**src/inc/sbms_pkg.sv**
```systemverilog
package sbms_pkg;
    // APB register byte offsets
    localparam logic [7:0] SBMS_OFF_CTRL     = 8'h00;
    localparam logic [7:0] SBMS_OFF_FREQ     = 8'h04;
    localparam logic [7:0] SBMS_OFF_HOLD     = 8'h08;
    localparam logic [7:0] SBMS_OFF_VOLT     = 8'h0C;
    localparam logic [7:0] SBMS_OFF_MOTOR    = 8'h10;
    localparam logic [7:0] SBMS_OFF_TERM_LO  = 8'h14;
    localparam logic [7:0] SBMS_OFF_TERM_HI  = 8'h18;
    localparam logic [7:0] SBMS_OFF_GAIN     = 8'h1C;
    localparam logic [7:0] SBMS_OFF_STATUS   = 8'h20;
    // CTRL field positions
    localparam int SBMS_CTRL_METHOD_LSB = 0;
    localparam int SBMS_CTRL_MODE_LSB   = 2;
    localparam int SBMS_CTRL_PREX_BIT   = 4;
    localparam int SBMS_CTRL_SLB_BIT    = 5;
    localparam int SBMS_CTRL_TUNE_LSB   = 8;
    // Control methods
    localparam logic [1:0] SBMS_METH_VF   = 2'h0;
    localparam logic [1:0] SBMS_METH_AFV  = 2'h1;
    localparam logic [1:0] SBMS_METH_SLV  = 2'h2;
    localparam logic [1:0] SBMS_METH_VEC  = 2'h3;
    // Control modes
    localparam logic [1:0] SBMS_MODE_SPD  = 2'h0;
    localparam logic [1:0] SBMS_MODE_TRQ  = 2'h1;
    localparam logic [1:0] SBMS_MODE_POS  = 2'h2;
    // Special setting values; frequency in 0.01 Hz, time in 0.1 s, voltage in 0.1 %
    localparam logic [15:0] SBMS_FREQ_USE_START = 16'h270F;  // 9999
    localparam logic [15:0] SBMS_HOLD_EXTERNAL  = 16'h22B8;  // 8888
    localparam logic [15:0] SBMS_FREQ_DEF       = 16'h012C;  // 3.00 Hz
    localparam logic [15:0] SBMS_FREQ_DEF_VEC   = 16'h0032;  // 0.50 Hz
    localparam logic [15:0] SBMS_HOLD_DEF       = 16'h0005;  // 0.5 s
    localparam logic [15:0] SBMS_VOLT_4PCT      = 16'h0028;
    localparam logic [15:0] SBMS_VOLT_2PCT      = 16'h0014;
    localparam logic [15:0] SBMS_START_DEF      = 16'h0032;  // 0.50 Hz
    localparam logic [15:0] SBMS_GAIN_DEF       = 16'h0019;
    localparam logic [7:0]  SBMS_MOTOR_DEF      = 8'h00;
    localparam logic [7:0]  SBMS_FN_EXT_BRAKE   = 8'h0D;      // 13
    localparam logic [7:0]  SBMS_FN_PREEXCITE   = 8'h17;      // 23
    localparam logic [7:0]  SBMS_TUNE_OFFLINE1  = 8'h01;
    localparam logic [7:0]  SBMS_TUNE_OFFLINE2  = 8'h65;      // 101
    localparam int SBMS_NUM_TERMS    = 12;
    localparam int SBMS_NUM_LX_TERMS = 9;
    // Timing: 100 MHz clock, hold time unit 0.1 s
    localparam int SBMS_CLK_HZ       = 100_000_000;
    localparam int SBMS_TICK_MS      = 100;
    localparam int SBMS_TICK_CYCLES  = SBMS_CLK_HZ / 1000 * SBMS_TICK_MS;
    // Brake output kinds
    typedef enum logic [1:0] {
        SBMS_BRK_NONE  = 2'b00,
        SBMS_BRK_DC    = 2'b01,
        SBMS_BRK_ZERO  = 2'b10,
        SBMS_BRK_SERVO = 2'b11
    } sbms_brake_t;
    typedef enum logic [1:0] {
        SBMS_ST_IDLE  = 2'b00,
        SBMS_ST_TIMED = 2'b01,
        SBMS_ST_EXT   = 2'b10,
        SBMS_ST_DONE  = 2'b11
    } sbms_state_t;
endpackage

```
**src/hdl/sbms_top.sv**
```systemverilog
`timescale 1ns/10ps
// Behaviour
// - Braking starts when output frequency falls to brake_start_frequency while decelerating.
// - Start frequency 9999 means use starting_frequency_setting instead.
// - Under vector control the reset default of start frequency is 0.5Hz.
// - Braking lasts brake_hold_time, counted from the start of braking.
// - Hold time 0 suppresses all stop braking; motor coasts.
// - Hold time 8888 brakes while external_brake_request is asserted.
// - External brake request is any terminal whose function is 13, of twelve.
// - External request with 8888 uses zero speed control under sensorless; V/F and advanced flux use DC injection.
// - DC voltage percent applies only to DC injection, not zero speed or servo.
// - Voltage percent 0 disables DC injection braking; motor coasts.
// - Voltage 4% becomes 2% on standard to constant-torque motor change.
// - Voltage 2% becomes 4% on constant-torque to standard motor change.
// - Sensorless with selection 1 uses zero speed control, 0 uses DC injection.
// - Sensorless selection 0 restart may be delayed about 2s by the loops.
// - Vector control outside position mode: hold selection 0 is zero speed, 1 is servo lock.
// - Zero speed control regulates speed to zero, no position loop.
// - Servo lock holds position using hold_position_gain.
// - V/F and advanced flux use DC injection; pre-excitation has no effect.
// - Pre-excitation request under sensorless or vector holds while stopped.
// - Pre-excitation request is any of the first nine terminals set to 23.
// - Offline tuning request during pre-excitation is skipped; motor starts.
module sbms_top
    import sbms_pkg::*;
#(
    parameter int TICK_CYCLES = SBMS_TICK_CYCLES,
    parameter bit VECTOR_DEFAULTS = 1'b0,
    parameter bit MID_CAPACITY = 1'b1
) (
    input  wire logic        SYS_CLK_IN,
    input  wire logic        RST_IN,
    input  wire logic [7:0]  PADDR_IN,
    input  wire logic        PSEL_IN,
    input  wire logic        PENABLE_IN,
    input  wire logic        PWRITE_IN,
    input  wire logic [31:0] PWDATA_IN,
    output logic      [31:0] PRDATA_OUT,
    output logic             PREADY_OUT,
    output logic             PSLVERR_OUT,
    input  wire logic [15:0] OUT_FREQ_IN,
    input  wire logic        DECEL_IN,
    input  wire logic        STOPPED_IN,
    input  wire logic        START_CMD_IN,
    input  wire logic [11:0] TERMINAL_IN,
    output logic      [1:0]  BRAKE_KIND_OUT,
    output logic      [15:0] DC_VOLT_OUT,
    output logic      [15:0] POS_GAIN_OUT,
    output logic             DRIVE_RELEASE_OUT,
    output logic             TUNE_START_OUT,
    output logic             MOTOR_START_OUT
);
    typedef struct packed {
        logic [11:0] ctrl;
        logic [15:0] freq;
        logic [15:0] hold;
        logic [15:0] volt;
        logic [7:0]  motor;
        logic [47:0] term_lo;
        logic [47:0] term_hi;
        logic [15:0] gain;
        sbms_state_t st;
        logic [15:0] hold_cnt;
        logic [31:0] tick_cnt;
        logic [31:0] prdata;
        logic        pready;
        logic        pslverr;
        logic [1:0]  kind;
        logic [15:0] dc_volt;
        logic [15:0] pos_gain;
        logic        release_drv;
        logic        tune_start;
        logic        motor_start;
    } sbms_regs_t;

    sbms_regs_t r_q;
    sbms_regs_t r_d;

    logic [1:0]  method;
    logic [1:0]  mode;
    logic        prex_sel;
    logic        slb_sel;
    logic [7:0]  tune_sel;
    logic        ext_req;
    logic        lx_req;
    logic        lx_active;
    logic [15:0] trip_freq;
    logic        trip;
    logic        start_frq_wr;
    logic [15:0] start_freq;
    sbms_brake_t decel_kind;
    sbms_brake_t ext_kind;
    sbms_brake_t lx_kind;
    logic        wr_acc;
    logic        rd_acc;

    assign method   = r_q.ctrl[SBMS_CTRL_METHOD_LSB +: 2];
    assign mode     = r_q.ctrl[SBMS_CTRL_MODE_LSB +: 2];
    assign prex_sel = r_q.ctrl[SBMS_CTRL_PREX_BIT];
    assign slb_sel  = r_q.ctrl[SBMS_CTRL_SLB_BIT];
    assign tune_sel = {4'h0, r_q.ctrl[SBMS_CTRL_TUNE_LSB +: 4]} | {r_q.ctrl[11], 7'h00};
    assign start_freq = SBMS_START_DEF;
    assign start_frq_wr = 1'b0;
    assign wr_acc = PSEL_IN && PENABLE_IN && PWRITE_IN;
    assign rd_acc = PSEL_IN && !PENABLE_IN && !PWRITE_IN;

    function automatic logic std_motor(input logic [7:0] m);
        std_motor = (m == 8'h00) || (m >= 8'h02 && m <= 8'h08) || (m == 8'h14)
                 || (m == 8'h17) || (m == 8'h18) || (m == 8'h28) || (m == 8'h2B)
                 || (m == 8'h2C);
    endfunction

    function automatic logic ct_motor(input logic [7:0] m);
        ct_motor = (m == 8'h01) || (m >= 8'h0D && m <= 8'h12) || (m == 8'h32)
                || (m == 8'h35) || (m == 8'h36);
    endfunction

    // Terminal binding by function code
    always_comb begin
        ext_req = 1'b0;
        lx_req  = 1'b0;
        for (int i = 0; i < SBMS_NUM_TERMS; i++) begin
            logic [7:0] fn;
            fn = (i < 6) ? r_q.term_lo[i*8 +: 8] : r_q.term_hi[(i-6)*8 +: 8];
            if (TERMINAL_IN[i] && fn == SBMS_FN_EXT_BRAKE) begin
                ext_req = 1'b1;
            end
            if (TERMINAL_IN[i] && fn == SBMS_FN_PREEXCITE && i < SBMS_NUM_LX_TERMS) begin
                lx_req = 1'b1;
            end
        end
    end

    // Brake kind selection per control method
    always_comb begin
        decel_kind = SBMS_BRK_DC;
        lx_kind    = SBMS_BRK_NONE;
        ext_kind   = SBMS_BRK_DC;
        if (method == SBMS_METH_SLV) begin
            // DC choice leaves the loops a slow restart; zero speed restarts at once
            decel_kind = slb_sel ? SBMS_BRK_ZERO : SBMS_BRK_DC;
            lx_kind    = SBMS_BRK_ZERO;
            ext_kind   = SBMS_BRK_ZERO;
        end else if (method == SBMS_METH_VEC) begin
            decel_kind = prex_sel ? SBMS_BRK_SERVO : SBMS_BRK_ZERO;
            lx_kind    = prex_sel ? SBMS_BRK_SERVO : SBMS_BRK_ZERO;
            ext_kind   = prex_sel ? SBMS_BRK_SERVO : SBMS_BRK_ZERO;
            if (mode == SBMS_MODE_POS) begin
                decel_kind = SBMS_BRK_NONE;
                lx_kind    = SBMS_BRK_SERVO;
                ext_kind   = SBMS_BRK_NONE;
            end
        end
    end

    // Trip point: 9999 falls back to the starting frequency
    assign trip_freq = (r_q.freq == SBMS_FREQ_USE_START) ? start_freq : r_q.freq;
    assign trip = DECEL_IN && (OUT_FREQ_IN <= trip_freq);
    assign lx_active = lx_req && STOPPED_IN && (lx_kind != SBMS_BRK_NONE);

    always_comb begin
        r_d = r_q;
        r_d.pready      = 1'b0;
        r_d.pslverr     = 1'b0;
        r_d.tune_start  = 1'b0;
        r_d.motor_start = 1'b0;
        // APB: reads answer one cycle after setup, writes at access
        if (rd_acc || (PSEL_IN && !PENABLE_IN && PWRITE_IN)) begin
            r_d.pready = 1'b1;
            r_d.prdata = 32'h0000_0000;
            case (PADDR_IN)
                SBMS_OFF_CTRL:    r_d.prdata = {20'h0_0000, r_q.ctrl};
                SBMS_OFF_FREQ:    r_d.prdata = {16'h0000, r_q.freq};
                SBMS_OFF_HOLD:    r_d.prdata = {16'h0000, r_q.hold};
                SBMS_OFF_VOLT:    r_d.prdata = {16'h0000, r_q.volt};
                SBMS_OFF_MOTOR:   r_d.prdata = {24'h00_0000, r_q.motor};
                SBMS_OFF_TERM_LO: r_d.prdata = r_q.term_lo[31:0];
                SBMS_OFF_TERM_HI: r_d.prdata = r_q.term_hi[31:0];
                SBMS_OFF_GAIN:    r_d.prdata = {16'h0000, r_q.gain};
                SBMS_OFF_STATUS:  r_d.prdata = {24'h00_0000, ext_req, lx_req,
                                                r_q.release_drv, 1'b0, r_q.kind, r_q.st};
                default:          r_d.pslverr = 1'b1;
            endcase
        end
        if (wr_acc && r_q.pready && !r_q.pslverr) begin
            case (PADDR_IN)
                SBMS_OFF_CTRL: begin
                    r_d.ctrl = PWDATA_IN[11:0];
                    if (lx_active && (PWDATA_IN[15:8] == SBMS_TUNE_OFFLINE1
                                      || PWDATA_IN[15:8] == SBMS_TUNE_OFFLINE2)) begin
                        r_d.motor_start = 1'b1;
                    end else if (PWDATA_IN[15:8] == SBMS_TUNE_OFFLINE1
                                 || PWDATA_IN[15:8] == SBMS_TUNE_OFFLINE2) begin
                        r_d.tune_start = 1'b1;
                    end
                end
                SBMS_OFF_FREQ: r_d.freq = PWDATA_IN[15:0];
                SBMS_OFF_HOLD: r_d.hold = PWDATA_IN[15:0];
                SBMS_OFF_VOLT: r_d.volt = PWDATA_IN[15:0];
                SBMS_OFF_MOTOR: begin
                    r_d.motor = PWDATA_IN[7:0];
                    if (MID_CAPACITY && std_motor(r_q.motor) && ct_motor(PWDATA_IN[7:0])
                        && r_q.volt == SBMS_VOLT_4PCT) begin
                        r_d.volt = SBMS_VOLT_2PCT;
                    end else if (MID_CAPACITY && ct_motor(r_q.motor)
                                 && std_motor(PWDATA_IN[7:0]) && r_q.volt == SBMS_VOLT_2PCT) begin
                        r_d.volt = SBMS_VOLT_4PCT;
                    end
                end
                SBMS_OFF_TERM_LO: r_d.term_lo[31:0] = PWDATA_IN;
                SBMS_OFF_TERM_HI: r_d.term_hi[31:0] = PWDATA_IN;
                SBMS_OFF_GAIN: r_d.gain = PWDATA_IN[15:0];
                default: r_d.gain = r_q.gain;
            endcase
        end
        // Hold time base tick
        if (r_q.st == SBMS_ST_TIMED) begin
            if (r_q.tick_cnt >= 32'(TICK_CYCLES - 1)) begin
                r_d.tick_cnt = 32'h0000_0000;
                r_d.hold_cnt = r_q.hold_cnt + 16'h0001;
            end else begin
                r_d.tick_cnt = r_q.tick_cnt + 32'h0000_0001;
            end
        end
        case (r_q.st)
            SBMS_ST_IDLE: begin
                r_d.kind        = SBMS_BRK_NONE;
                r_d.release_drv = 1'b0;
                r_d.tick_cnt    = 32'h0000_0000;
                r_d.hold_cnt    = 16'h0000;
                if (r_q.hold == SBMS_HOLD_EXTERNAL) begin
                    if (ext_req) begin
                        r_d.st = SBMS_ST_EXT;
                    end
                end else if (trip && r_q.hold == 16'h0000) begin
                    r_d.st = SBMS_ST_DONE;
                end else if (trip) begin
                    r_d.st = SBMS_ST_TIMED;
                end
                if (lx_active) begin
                    r_d.kind = lx_kind;
                end
            end
            SBMS_ST_TIMED: begin
                r_d.kind = decel_kind;
                if (decel_kind == SBMS_BRK_DC && r_q.volt == 16'h0000) begin
                    r_d.kind = SBMS_BRK_NONE;
                end
                if (r_q.hold_cnt >= r_q.hold) begin
                    r_d.st   = SBMS_ST_DONE;
                    r_d.kind = SBMS_BRK_NONE;
                end
            end
            SBMS_ST_EXT: begin
                r_d.kind = ext_kind;
                if (ext_kind == SBMS_BRK_DC && r_q.volt == 16'h0000) begin
                    r_d.kind = SBMS_BRK_NONE;
                end
                if (!ext_req) begin
                    r_d.st   = SBMS_ST_IDLE;
                    r_d.kind = SBMS_BRK_NONE;
                end
            end
            SBMS_ST_DONE: begin
                r_d.kind        = SBMS_BRK_NONE;
                r_d.release_drv = 1'b1;
                if (lx_active) begin
                    r_d.kind = lx_kind;
                end
                if (START_CMD_IN || !DECEL_IN && !STOPPED_IN) begin
                    r_d.st = SBMS_ST_IDLE;
                end
            end
            default: r_d.st = SBMS_ST_IDLE;
        endcase
        // Voltage only matters for DC injection
        r_d.dc_volt = (r_d.kind == SBMS_BRK_DC) ? r_q.volt : 16'h0000;
        // Next gain, so a gain write during servo lock shows at once
        r_d.pos_gain = (r_d.kind == SBMS_BRK_SERVO) ? r_d.gain : 16'h0000;
    end

    always_ff @(posedge SYS_CLK_IN) begin
        if (RST_IN) begin
            r_q          <= '0;
            r_q.freq     <= VECTOR_DEFAULTS ? SBMS_FREQ_DEF_VEC : SBMS_FREQ_DEF;
            r_q.hold     <= SBMS_HOLD_DEF;
            r_q.volt     <= SBMS_VOLT_4PCT;
            r_q.motor    <= SBMS_MOTOR_DEF;
            r_q.gain     <= SBMS_GAIN_DEF;
            r_q.st       <= SBMS_ST_IDLE;
            if (VECTOR_DEFAULTS) begin
                r_q.ctrl[1:0] <= SBMS_METH_VEC;
            end
        end else begin
            r_q <= r_d;
        end
    end

    // Zero speed carries no gain; servo lock hands the position loop its gain
    assign POS_GAIN_OUT      = r_q.pos_gain;

    assign PRDATA_OUT        = r_q.prdata;
    assign PREADY_OUT        = r_q.pready;
    assign PSLVERR_OUT       = r_q.pslverr;
    assign BRAKE_KIND_OUT    = r_q.kind;
    assign DC_VOLT_OUT       = r_q.dc_volt;
    assign DRIVE_RELEASE_OUT = r_q.release_drv;
    assign TUNE_START_OUT    = r_q.tune_start;
    assign MOTOR_START_OUT   = r_q.motor_start;

    a_hold_zero_coast: assert property (@(posedge SYS_CLK_IN) disable iff (RST_IN)
        (r_q.st == SBMS_ST_IDLE && trip && r_q.hold == 16'h0000)
        |=> r_q.st == SBMS_ST_DONE)
        else $error("Zero hold time did not coast");
    a_ext_zero_speed: assert property (@(posedge SYS_CLK_IN) disable iff (RST_IN)
        (r_q.st == SBMS_ST_EXT && method == SBMS_METH_SLV && ext_req && r_q.volt != 16'h0000)
        |=> BRAKE_KIND_OUT == SBMS_BRK_ZERO)
        else $error("External request not zero speed");
    a_volt_only_dc: assert property (@(posedge SYS_CLK_IN) disable iff (RST_IN)
        (BRAKE_KIND_OUT != SBMS_BRK_DC) |-> DC_VOLT_OUT == 16'h0000)
        else $error("Voltage driven outside DC braking");
    a_servo_gain: assert property (@(posedge SYS_CLK_IN) disable iff (RST_IN)
        (BRAKE_KIND_OUT == SBMS_BRK_SERVO) |-> POS_GAIN_OUT == r_q.gain)
        else $error("Servo lock without gain");
    a_vf_no_prex: assert property (@(posedge SYS_CLK_IN) disable iff (RST_IN)
        (method == SBMS_METH_VF || method == SBMS_METH_AFV) |->
        BRAKE_KIND_OUT != SBMS_BRK_ZERO && BRAKE_KIND_OUT != SBMS_BRK_SERVO)
        else $error("Pre-excitation under V/F");
    a_start_trip: assert property (@(posedge SYS_CLK_IN) disable iff (RST_IN)
        (r_q.st == SBMS_ST_IDLE && trip && r_q.hold != 16'h0000
         && r_q.hold != SBMS_HOLD_EXTERNAL) |=> r_q.st == SBMS_ST_TIMED)
        else $error("Braking did not start at trip");
    a_timed_end: assert property (@(posedge SYS_CLK_IN) disable iff (RST_IN)
        (r_q.st == SBMS_ST_TIMED && r_q.hold_cnt >= r_q.hold)
        |=> r_q.st == SBMS_ST_DONE ##1 DRIVE_RELEASE_OUT)
        else $error("Timed hold did not release");
    a_volt_swap: assert property (@(posedge SYS_CLK_IN) disable iff (RST_IN)
        (wr_acc && r_q.pready && PADDR_IN == SBMS_OFF_MOTOR && std_motor(r_q.motor)
         && ct_motor(PWDATA_IN[7:0]) && r_q.volt == SBMS_VOLT_4PCT && MID_CAPACITY)
        |=> r_q.volt == SBMS_VOLT_2PCT)
        else $error("Voltage not lowered to 2 percent");
endmodule // sbms_top

```
**config.mk**
```make
export PLATFORM = sky130hd
export DESIGN_NAME = sbms_top
export DESIGN_NICKNAME = d
export VERILOG_FILES = /design/src/inc/sbms_pkg.sv /design/src/hdl/sbms_top.sv
export SDC_FILE = /design/constraint.sdc
export NUM_CORES = 1
export LEC_CHECK = 0
export ABC_AREA = 1
export ABC_CLOCK_PERIOD_IN_PS = 2200
export BUFFER_PORTS_ARGS = -buffer_cell sky130_fd_sc_hd__buf_4
export CORE_MARGIN = 3
export CORE_UTILIZATION = 53
export DETAILED_ROUTE_END_ITERATION = 12
export MAX_ROUTING_LAYER = met4
export PLACE_DENSITY_LB_ADDON = 0.25
export SYNTH_ARGS = -nofsm -noshare
export SYNTH_HDL_FRONTEND = slang
export SYNTH_SLANG_ARGS = --single-unit
```
**constraint.sdc**
```tcl
create_clock -name SYS_CLK_IN -period 2.2 [get_ports SYS_CLK_IN]
set_input_delay 0.66 -clock SYS_CLK_IN [delete_from_list [all_inputs] [get_ports SYS_CLK_IN]]
set_output_delay 0.66 -clock SYS_CLK_IN [all_outputs]
set_load 0.05 [all_outputs]
```
# Yosys cells after proc, flatten, opt, wreduce, memory -nomap -nowiden
# Cells that the tools add are included.
# op_classes
add_sub_neg	2
magnitude_cmp	11
n_eq_ne	65
n_mux	51
bitwise_logic	5
reduce_logical	94
# ops
operator	count
32-bit one-hot mux with 9 select lines	1
8-bit by 5-bit equality test with 1-bit output, second input constant	17
8-bit by 6-bit equality test with 1-bit output, second input constant	13
8-bit by 4-bit equality test with 1-bit output, second input constant	10
16-bit two-way mux	5
2-bit two-way mux	20
1-bit logical AND	38
32-bit by 1-bit adder with 32-bit output, second input constant	1
16-bit by 14-bit equality test with 1-bit output, second input constant	2
32-bit by 24-bit >= comparator with 1-bit output, second input constant	1
16-bit zero test	2
32-bit two-way mux	1
16-bit one-hot mux with 2 select lines	1
1-bit logical OR	25
8-bit by 1-bit equality test with 1-bit output, second input constant	3
8-bit zero test	3
1-bit two-way mux	20
16-bit by 1-bit adder with 16-bit output, second input constant	1
16-bit by 5-bit equality test with 1-bit output, second input constant	1
16-bit by 6-bit equality test with 1-bit output, second input constant	1
16-bit >= comparator	1
8-bit by 2-bit >= comparator with 1-bit output, second input constant	2
8-bit by 4-bit >= comparator with 1-bit output, second input constant	2
16-bit <= comparator	1
24 further kinds	56
# word_totals
ff_bits	269
in_bits	76
output_inout_bits	71
wordCells	248

# Depth between registers and ports, before layout
# Gate-level depths: netlist of run 1.
# depth
word_depth	16
ltp_mapped	22
mapped_depth_nobuf	22

# Worst setup path after synthesis of run 1
# No wires, ideal clock.
# synth_path
path_kind	register to register
from	reg r_q[273] in the netlist's numbering
to	reg r_q[120] in the netlist's numbering
setup_time_ns	0.113
arrival_ns	2.240
required_time_ns	2.087
path_slack_ns	-0.153
stages_incl_launch_ff	22
n_path_buf	0
period_less_slack_ns	2.353
cell_sequence	dfxtp_1 > inv_1 > nor4_1 > inv_1 > nor4_1 > inv_1 > nand2_1 > ha_1 > nand2_1 > inv_1 > nand2_1 > nand2_1 > nand2_1 > nand2_1 > nand2_1 > nand2_1 > nand2_1 > a21oi_1 > nor2_1 > nand2_1 > nand2_1 > nor2_1
# synth_between
elab_chain_len	8
word_cells_on_any_way	10
cone_classes	order compare (1); eq/ne (2); mux (4); reduce/logical (3)
# synth_rtl
item	line_no	rtl
from (decl)	sbms_top.sv:76	sbms_regs_t r_q;
from (signal assigned)	sbms_top.sv:295	r_q <= r_d;
16-bit by 14-bit equality test with 1-bit output	sbms_top.sv:157	assign trip_freq = (r_q.freq == SBMS_FREQ_USE_START) ? start_freq : r_q.freq;
16-bit two-way mux (*)	sbms_top.sv:157	
16-bit <= comparator (*)	sbms_top.sv:158	assign trip = DECEL_IN && (OUT_FREQ_IN <= trip_freq);
1-bit logical AND (*)	sbms_top.sv:158	
1-bit logical AND	sbms_top.sv:235	end else if (trip && r_q.hold == 16'h0000) begin
2-bit two-way mux	sbms_top.sv:235	
2-bit two-way mux	sbms_top.sv:231	if (r_q.hold == SBMS_HOLD_EXTERNAL) begin
2-bit one-hot mux with 4 select lines	sbms_top.sv:225	case (r_q.st)
# Mark *: on every way between the ends. The rest lies on a longest branch, timed or not.
# A chain may end at the register's enable or synchronous reset.

# Worst setup path after layout of run 1
# layout_path
from	reg r_q[278] in the netlist's numbering
to	reg r_q[120] in the netlist's numbering
# The elaborated chain is that of the path after synthesis.

==> results_dict.tcl, run 1 <==
set metrics [dict create \
    outcome "finished, violations left" \
    violations "negative setup slack" \
    cp.arrival_ns 2.88 \
    nFillCells 2161 \
    finalCritPeriodShare 1.102 \
    crit_type "flop to flop" \
    cpMostUsedCell "nand2_1" \
    hpwlAfterDp_um 32550 \
    r2r_start "r_q[278]" \
    wl_per_cell_um 17.88 \
    cts_sinks 269 \
    cts_tree "yes" \
    grt_pass1_wl_um 66970 \
    post-place-ws_ns -0.2827 \
    antenna_found_initial 0 \
    grt_pass1_vias 12450 \
    final_hold_viol_count 0 \
    p_seq_frac 0.446 \
    cp_max_fo 6 \
    vdd_drop_max_uv 579.3 \
    hold_path_depth 3 \
    clkTransAtPathRegs_ns 0.06 \
    finalMaxSlewViolations 0 \
    reg2reg_to "r_q[120]" \
    combPwrFrac 0.113 \
    vias 13380 \
    globalplace.congestion 0.9965 \
    dp.cells 2380 \
    die_h_um 165.1 \
    synth-edff-count 0 \
    crit_slowest_cell "nor4_4" \
    finClkSkew_ns 0.01244 \
    drt-pass1-iter-count 6 \
    io_pins 147 \
    die_w_um 165.1 \
    syn-cell-area_sq_um 13420 \
    crit_required_ns 2.65 \
    hold-worst-slack_ns 0.4001 \
    r2r_cells 16 \
    yosysTopAreaCell "dfxtp_1" \
    grt_max_degree 77 \
    area_delta_synth_final_pct 22.67 \
    hold_path.class "input port to flop" \
    worst_pin_slew_ns 0.5425 \
    cp_num_buf_inv 2 \
    postCtsHoldBufs 0 \
    wirelength_um 43540 \
    drive_above_1_share 0.2141 \
    overflow 0 \
    dieArea_sq_um 27260 \
    stdcell_count 2435 \
    switchingPower_mw 2.879 \
    synth_cell_types 45 \
    viasPerCell 5.493 \
    final_nets 2203 \
    synthTopCellsByArea "dfxtp_1, nand2_1, a21oi_1" \
    track_usage 0.3231 \
    setup_slack_ns -0.2247 \
    worstPathCellList "inv_1, nand4_1, nor4_4, inv_2, nand2_1, ha_4, a21oi_1, o21ai_1, a21oi_1, nand2_1, nand2_2, a21oi_2, nor2_2, nand2_1, nand2_1, nor2_1" \
    cts_max_level 1 \
    max_stage_delay_ns 0.34 \
    p_int_mw 8.218 \
    yosysSeqAreaShare 0.4014 \
    cts_buffers 29 \
    diodes 0 \
    pwr-share-clk 0.442 \
    ys_async_sr_fraction 0 \
    portBuffers 142 \
    fmax_ghz 0.4124 \
    drc 0 \
    clockBufferDepth 3 \
    min_period_ns 2.425 \
    leakage_nw 6.861 \
    cts_root_buf "clkbuf_16" \
    synth_top_area_share 0.4014 \
    syn-mean-instance-area_sq_um 7.024 \
    syn_inst 1910 \
    path_delay_family "simple AND/OR/NAND/NOR gates" \
    min_to "r_q[160]" \
    rsz0062_at_grt "true" \
    clkLatencyLatePin_ns 0.56 \
    drv_cap 0 \
    syn-num-nets 2025 \
    rows 57 \
    start_kind "flop" \
    ys_ff_latch 269 \
    worst-r2r-setup-slack_ns -0.22 \
    ys_warn_count 0 \
    initial_core_util 0.5452 \
    critPathCaptureType "flop" \
    synth_flop_cell "dfxtp_1" \
    coreArea_sq_um 24600 \
    sw_frac_of_total 0.2594 \
    p_per_area_nw_per_um2 674.3 \
    max_slew_margin 0.6352 \
    min-delay-start "PWDATA_IN[23]" \
    ant_nets 0 \
    setup_viol 2 \
    drtIter0Drc 1332 \
]
==> through the flow <==
stage / total power [mW] / instance area [sq um] / util / TNS, ns
floorplan: 5.746 / 13430 / - / 0
global placement: 6.219 / 15320 / 0.6227 / -4.899
detailed placement: 6.228 / 15320 / 0.6227 / -8.106
CTS: 11.09 / 16300 / 0.6626 / -0.3431
global route: 11.48 / 16460 / 0.6689 / -0.9417
finish: 11.10 / 16460 / 0.6689 / -0.4353
==> synth_stat cells, types with 3 or more instances <==
| cell | count |
|---|---|
| o2111ai_1 | 5 |
| ha_1 | 39 |
| buf_4 | 69 |
| buf_2 | 23 |
| nor3b_1 | 4 |
| nor2_4 | 5 |
| o21ai_0 | 147 |
| nand2_2 | 3 |
| nor2_1 | 212 |
| nand3_1 | 74 |
| nor3_1 | 32 |
| o21ai_1 | 24 |
| inv_2 | 31 |
| clkbuf_1 | 48 |
| nand2_4 | 3 |
| o22ai_1 | 44 |
| nand2_1 | 353 |
| nand4_1 | 35 |
| o211ai_1 | 6 |
| inv_1 | 206 |
| xor2_1 | 14 |
| nor2_2 | 15 |
| xnor2_1 | 8 |
| a21oi_1 | 202 |
| clkinv_1 | 3 |
| o221ai_1 | 6 |
| dfxtp_1 | 269 |
| nor4_1 | 6 |
==> layout by cell type, fill, tap and decap left out, drive strengths merged, types with 6 or more instances in the layout <==
cell	count
inv	240
nand4	36
ha	39
o221ai	6
nand2	359
nor4	7
nand3	76
clkinv	7
buf	290
nor3	34
nor2	232
clkbuf	45
xnor2	8
o21ai	171
xor2	14
o22ai	44
dfxtp	269
o211ai	6
a21oi	203
nor3b	6
==> timing repair <==
item | in CTS | in global routing
buffers inserted | 0 | 1
setup endpoints to repair | 3 | 55
pin swaps | 4 | 6
resized for setup | 7 | 39
endpoints found under the hold margin | 0 | 0
==> power groups by stage <==
stage	logic [mW]	clock network, mW	registers, mW
5_1_grt	1.36	5.17	4.95
3_5_place_dp	1.18	0	5.05
4_1_cts	1.19	4.96	4.94
2_1_floorplan	0.675	0	5.07
6_report	1.25	4.90	4.95
3_3_place_gp	1.17	0	5.05
==> cells by family (layout without fill, tap and decap cells) <==
kind of cell             after synthesis  after routing  synth area share
AO/OA/AOI/OAI                        442            442            0.1748
flip-flops                           269            269            0.4014
AND/OR/NAND/NOR                      754            754            0.2429
buffers and inverters                384            585            0.1302
XOR/XNOR                              22             22           0.01436
adder cells (fa/ha/maj)               39             39           0.03637
==> per-layer routing <==
metal	wire length, um	GRT usage	vias up	share of wire
met5	0	-	-	0
met2	19220	0.4877	601	0.44
met1	18970	0.4516	6155	0.44
met4	1470	0.1014	0	0.034
met3	3874	0.04265	88	0.089
li1	-	-	6532	-
==> flip-flops by register name, indices dropped and copies added (netlist names) <==
| register | cells |
|---|---|
| PSLVERR_OUT | 1 |
| BRAKE_KIND_OUT | 2 |
| method | 2 |
| MOTOR_START_OUT | 1 |
| TUNE_START_OUT | 1 |
| PRDATA_OUT | 32 |
| r_q | 193 |
| mode | 2 |
| PREADY_OUT | 1 |
| DRIVE_RELEASE_OUT | 1 |
| DC_VOLT_OUT | 16 |
| POS_GAIN_OUT | 16 |
| prex_sel | 1 |
==> tightest hold or removal path, cell delays in order <==
cell and delay (ns):
buf_4 0.08, o21ai_0 0.07, a21oi_1 0.10
==> area by class of cell <==
class                           count  area, sq um  area share
Sequential cell                   269         5393      0.3277
Inverter                          241        907.1     0.05512
Clock buffer                       45        885.9     0.05383
Clock inverter                      9        78.83    0.004790
Tap cell                          324        405.4     0.02463
Timing Repair Buffer              290         2327      0.1414
Multi-Input combinational cell   1257         6460      0.3925
==> worst max-delay path by stage <==
stage                         from       end  slack [ns]  cells past startpoint
after global routing      r_q[287]  r_q[120]       -0.47                     18
after global placement    r_q[273]  r_q[120]       -0.24                     21
final                     r_q[278]  r_q[120]       -0.22                     16
after floorplan           r_q[273]  r_q[120]        0.04                     21
after detailed placement  r_q[273]  r_q[120]       -0.28                     17
after CTS                 r_q[287]  r_q[119]       -0.17                     19
Note: power is estimated with default switching activity, not from simulation.
==> inputs of run 2 (changes only) <==
--- a/config.mk
+++ b/config.mk
@@ -6,12 +6,11 @@
 export NUM_CORES = 1
 export LEC_CHECK = 0
 export ABC_AREA = 1
-export ABC_CLOCK_PERIOD_IN_PS = 2200
+export ABC_CLOCK_PERIOD_IN_PS = 2000
 export BUFFER_PORTS_ARGS = -buffer_cell sky130_fd_sc_hd__buf_4
 export CORE_MARGIN = 3
 export CORE_UTILIZATION = 53
 export DETAILED_ROUTE_END_ITERATION = 12
-export MAX_ROUTING_LAYER = met4
 export PLACE_DENSITY_LB_ADDON = 0.25
 export SYNTH_ARGS = -nofsm -noshare
 export SYNTH_HDL_FRONTEND = slang
==> constraint.sdc (replaced) <==
create_clock -name SYS_CLK_IN -period 2 [get_ports SYS_CLK_IN]
set_input_delay 0.6 -clock SYS_CLK_IN [delete_from_list [all_inputs] [get_ports SYS_CLK_IN]]
set_output_delay 0.6 -clock SYS_CLK_IN [all_outputs]
set_load 0.05 [all_outputs]
==> run 2 against run 1 <==
Against the previous run: the run still ends with negative setup slack left; cell count grew 2.4%; sequential power grew 9.9%; largest power group unchanged; combinational power grew 19%; global-route usage shrank 0.37 points; core utilization grew 3.6 points; critical path depth is the same; clock power grew 10%; setup slack lost 0.23 ns; non-clock buffer count grew 63; fmax shrank 1.2%; clock-buffer cell count shrank 5; first-iteration DRC count grew 2.5%.
==> results_dict.tcl, run 2 (same netlist as run 1, synthesis figures left out) <==
set metrics [dict create \
    critPathCaptureType "flop" \
    p_per_area_nw_per_um2 711.3 \
    hpwlAfterDp_um 33380 \
    rows 57 \
    cts_max_level 1 \
    finalMaxSlewViolations 0 \
    r2r_cells 16 \
    cts_buffers 28 \
    power_mw 12.34 \
    reg2reg_to "r_q[120]" \
    p_seq_frac 0.441 \
    min_period_ns 2.454 \
    track_usage 0.3194 \
    setup_slack_ns -0.4541 \
    grt_max_degree 103 \
    drv_cap 0 \
    fin_setup_tns_ns -3.742 \
    overflow 0 \
    cpMostUsedCell "nand2_1" \
    coreArea_sq_um 24600 \
    rsz0062_at_grt "true" \
    dp.cells 2439 \
    vias 13800 \
    cts_root_buf "clkbuf_16" \
    max_slew_margin 0.6239 \
    fmax_ghz 0.4075 \
    crit_slowest_cell "dfxtp_2" \
    hold-worst-slack_ns 0.3341 \
    hold_path.class "input port to flop" \
    stdcell_count 2494 \
    cts_sinks 269 \
    r2r_start "r_q[287]" \
    portBuffers 142 \
    worstPathCellList "nor4_4, inv_1, nor4_4, inv_2, nand2_2, ha_4, nand2_1, nor3_1, nand3_1, nand2_4, nand3_2, nand2_1, nand2_1, nand2_1, nand2_1, nor2_1" \
    final_nets 2265 \
    sw_frac_of_total 0.2577 \
    die_w_um 165.1 \
    area_delta_synth_final_pct 29.29 \
    ant_nets 0 \
    diodes 0 \
    finClkSkew_ns 0.01320 \
    final_cell_mix "buf_4, nand2_1, dfxtp_1, a21oi_1, inv_1" \
    largest_reg_flops 193 \
    cp_max_fo 6 \
    setup_viol 34 \
    crit_type "flop to flop" \
    violations "negative setup slack" \
    max_stage_delay_ns 0.34 \
    cts_tree "yes" \
    post-place-ws_ns -0.4678 \
    dieArea_sq_um 27260 \
    worst-r2r-setup-slack_ns -0.45 \
    drive_above_1_share 0.2756 \
    clkTransAtPathRegs_ns 0.07 \
    finalCritPeriodShare 1.227 \
    die_h_um 165.1 \
    hold_path_depth 3 \
    wirelength_um 45110 \
    initial_core_util 0.5452 \
    cp_num_buf_inv 2 \
    switchingPower_mw 3.179 \
    crit_required_ns 2.49 \
    worst_pin_slew_ns 0.5593 \
    layout_commonest_cell "buf_4" \
    regMostFlops "r_q" \
    final_hold_viol_count 0 \
    path_delay_family "simple AND/OR/NAND/NOR gates" \
    pwr-share-clk 0.438 \
    nFillCells 2055 \
    grt_pass1_vias 12810 \
    vdd_drop_max_uv 741.6 \
    drt-pass1-iter-count 6 \
    cp.arrival_ns 2.94 \
    globalplace.congestion 0.9998 \
    outcome "finished, violations left" \
    final_area_sq_um 17340 \
    wl_per_cell_um 18.09 \
    clockBufferDepth 3 \
    grt_pass1_wl_um 68410 \
    leakage_nw 7.210 \
    drtIter0Drc 1365 \
    placed_area_sq_um 15740 \
    clkLatencyLatePin_ns 0.55 \
    postCtsHoldBufs 0 \
    antenna_found_initial 1 \
    p_int_mw 9.158 \
    min_to "r_q[201]" \
    io_pins 147 \
    start_kind "flop" \
    final_util 0.7049 \
    combPwrFrac 0.121 \
    drc 0 \
    min-delay-start "PWDATA_IN[16]" \
    viasPerCell 5.531 \
]
[run 2: layer usage]
layer  track usage  up-vias  wire [um]
li1              -     6655          -
met4        0.1094        2       1798
met5             0        -          7
met3       0.06386      108       4507
met2        0.5054      680      20100
met1        0.4362     6350      18700
[run 2: layout make-up]
cell class / instances / area (sq um) / share of cell area
repair buffers: 353 / 2805 / 0.1617
clock buffers: 40 / 817.0 / 0.04711
flip-flops and latches: 269 / 5421 / 0.3126
well taps: 324 / 405.4 / 0.02337
clock inverters: 10 / 135.1 / 0.007791
multi-input cells: 1257 / 6848 / 0.3948
inverters: 241 / 912.1 / 0.05259
[run 2: worst max-delay path by stage]
| stage | slack (ns) | depth (start not counted) | to | from |
|---|---|---|---|---|
| 2_1_floorplan | -0.13 | 21 | r_q[120] | r_q[273] |
| 3_3_place_gp | -0.42 | 21 | r_q[120] | r_q[273] |
| 3_5_place_dp | -0.47 | 21 | r_q[120] | r_q[273] |
| 4_1_cts | -0.42 | 20 | r_q[120] | r_q[287] |
| 5_1_grt | -0.63 | 16 | r_q[120] | r_q[287] |
| 6_report | -0.45 | 16 | r_q[120] | r_q[287] |
[run 2: worst reg2reg max path, delay by kind of cell (launching register included)]
| family | cells | cell delay [ns] |
|---|---|---|
| adder cells (fa/ha/maj) | 1 | 0.13 |
| flip-flops | 1 | 0.34 |
| AND/OR/NAND/NOR | 13 | 1.68 |
| buffers and inverters | 2 | 0.25 |
[run 2: timing repair]
item,CTS,global route
pin swaps,1,21
resized for setup,30,133
cloned,0,1
setup buffers,0,5
endpoints found under the setup margin,36,82
[run 2: power by group through the flow]
| stage | sequential [mW] | combinational (mW) | clock, mW |
|---|---|---|---|
| after detailed placement | 5.55 | 1.35 | 0 |
| after floorplan | 5.58 | 0.743 | 0 |
| after global placement | 5.55 | 1.34 | 0 |
| after global routing | 5.44 | 1.60 | 5.67 |
| final | 5.44 | 1.49 | 5.41 |
| after CTS | 5.44 | 1.37 | 5.45 |
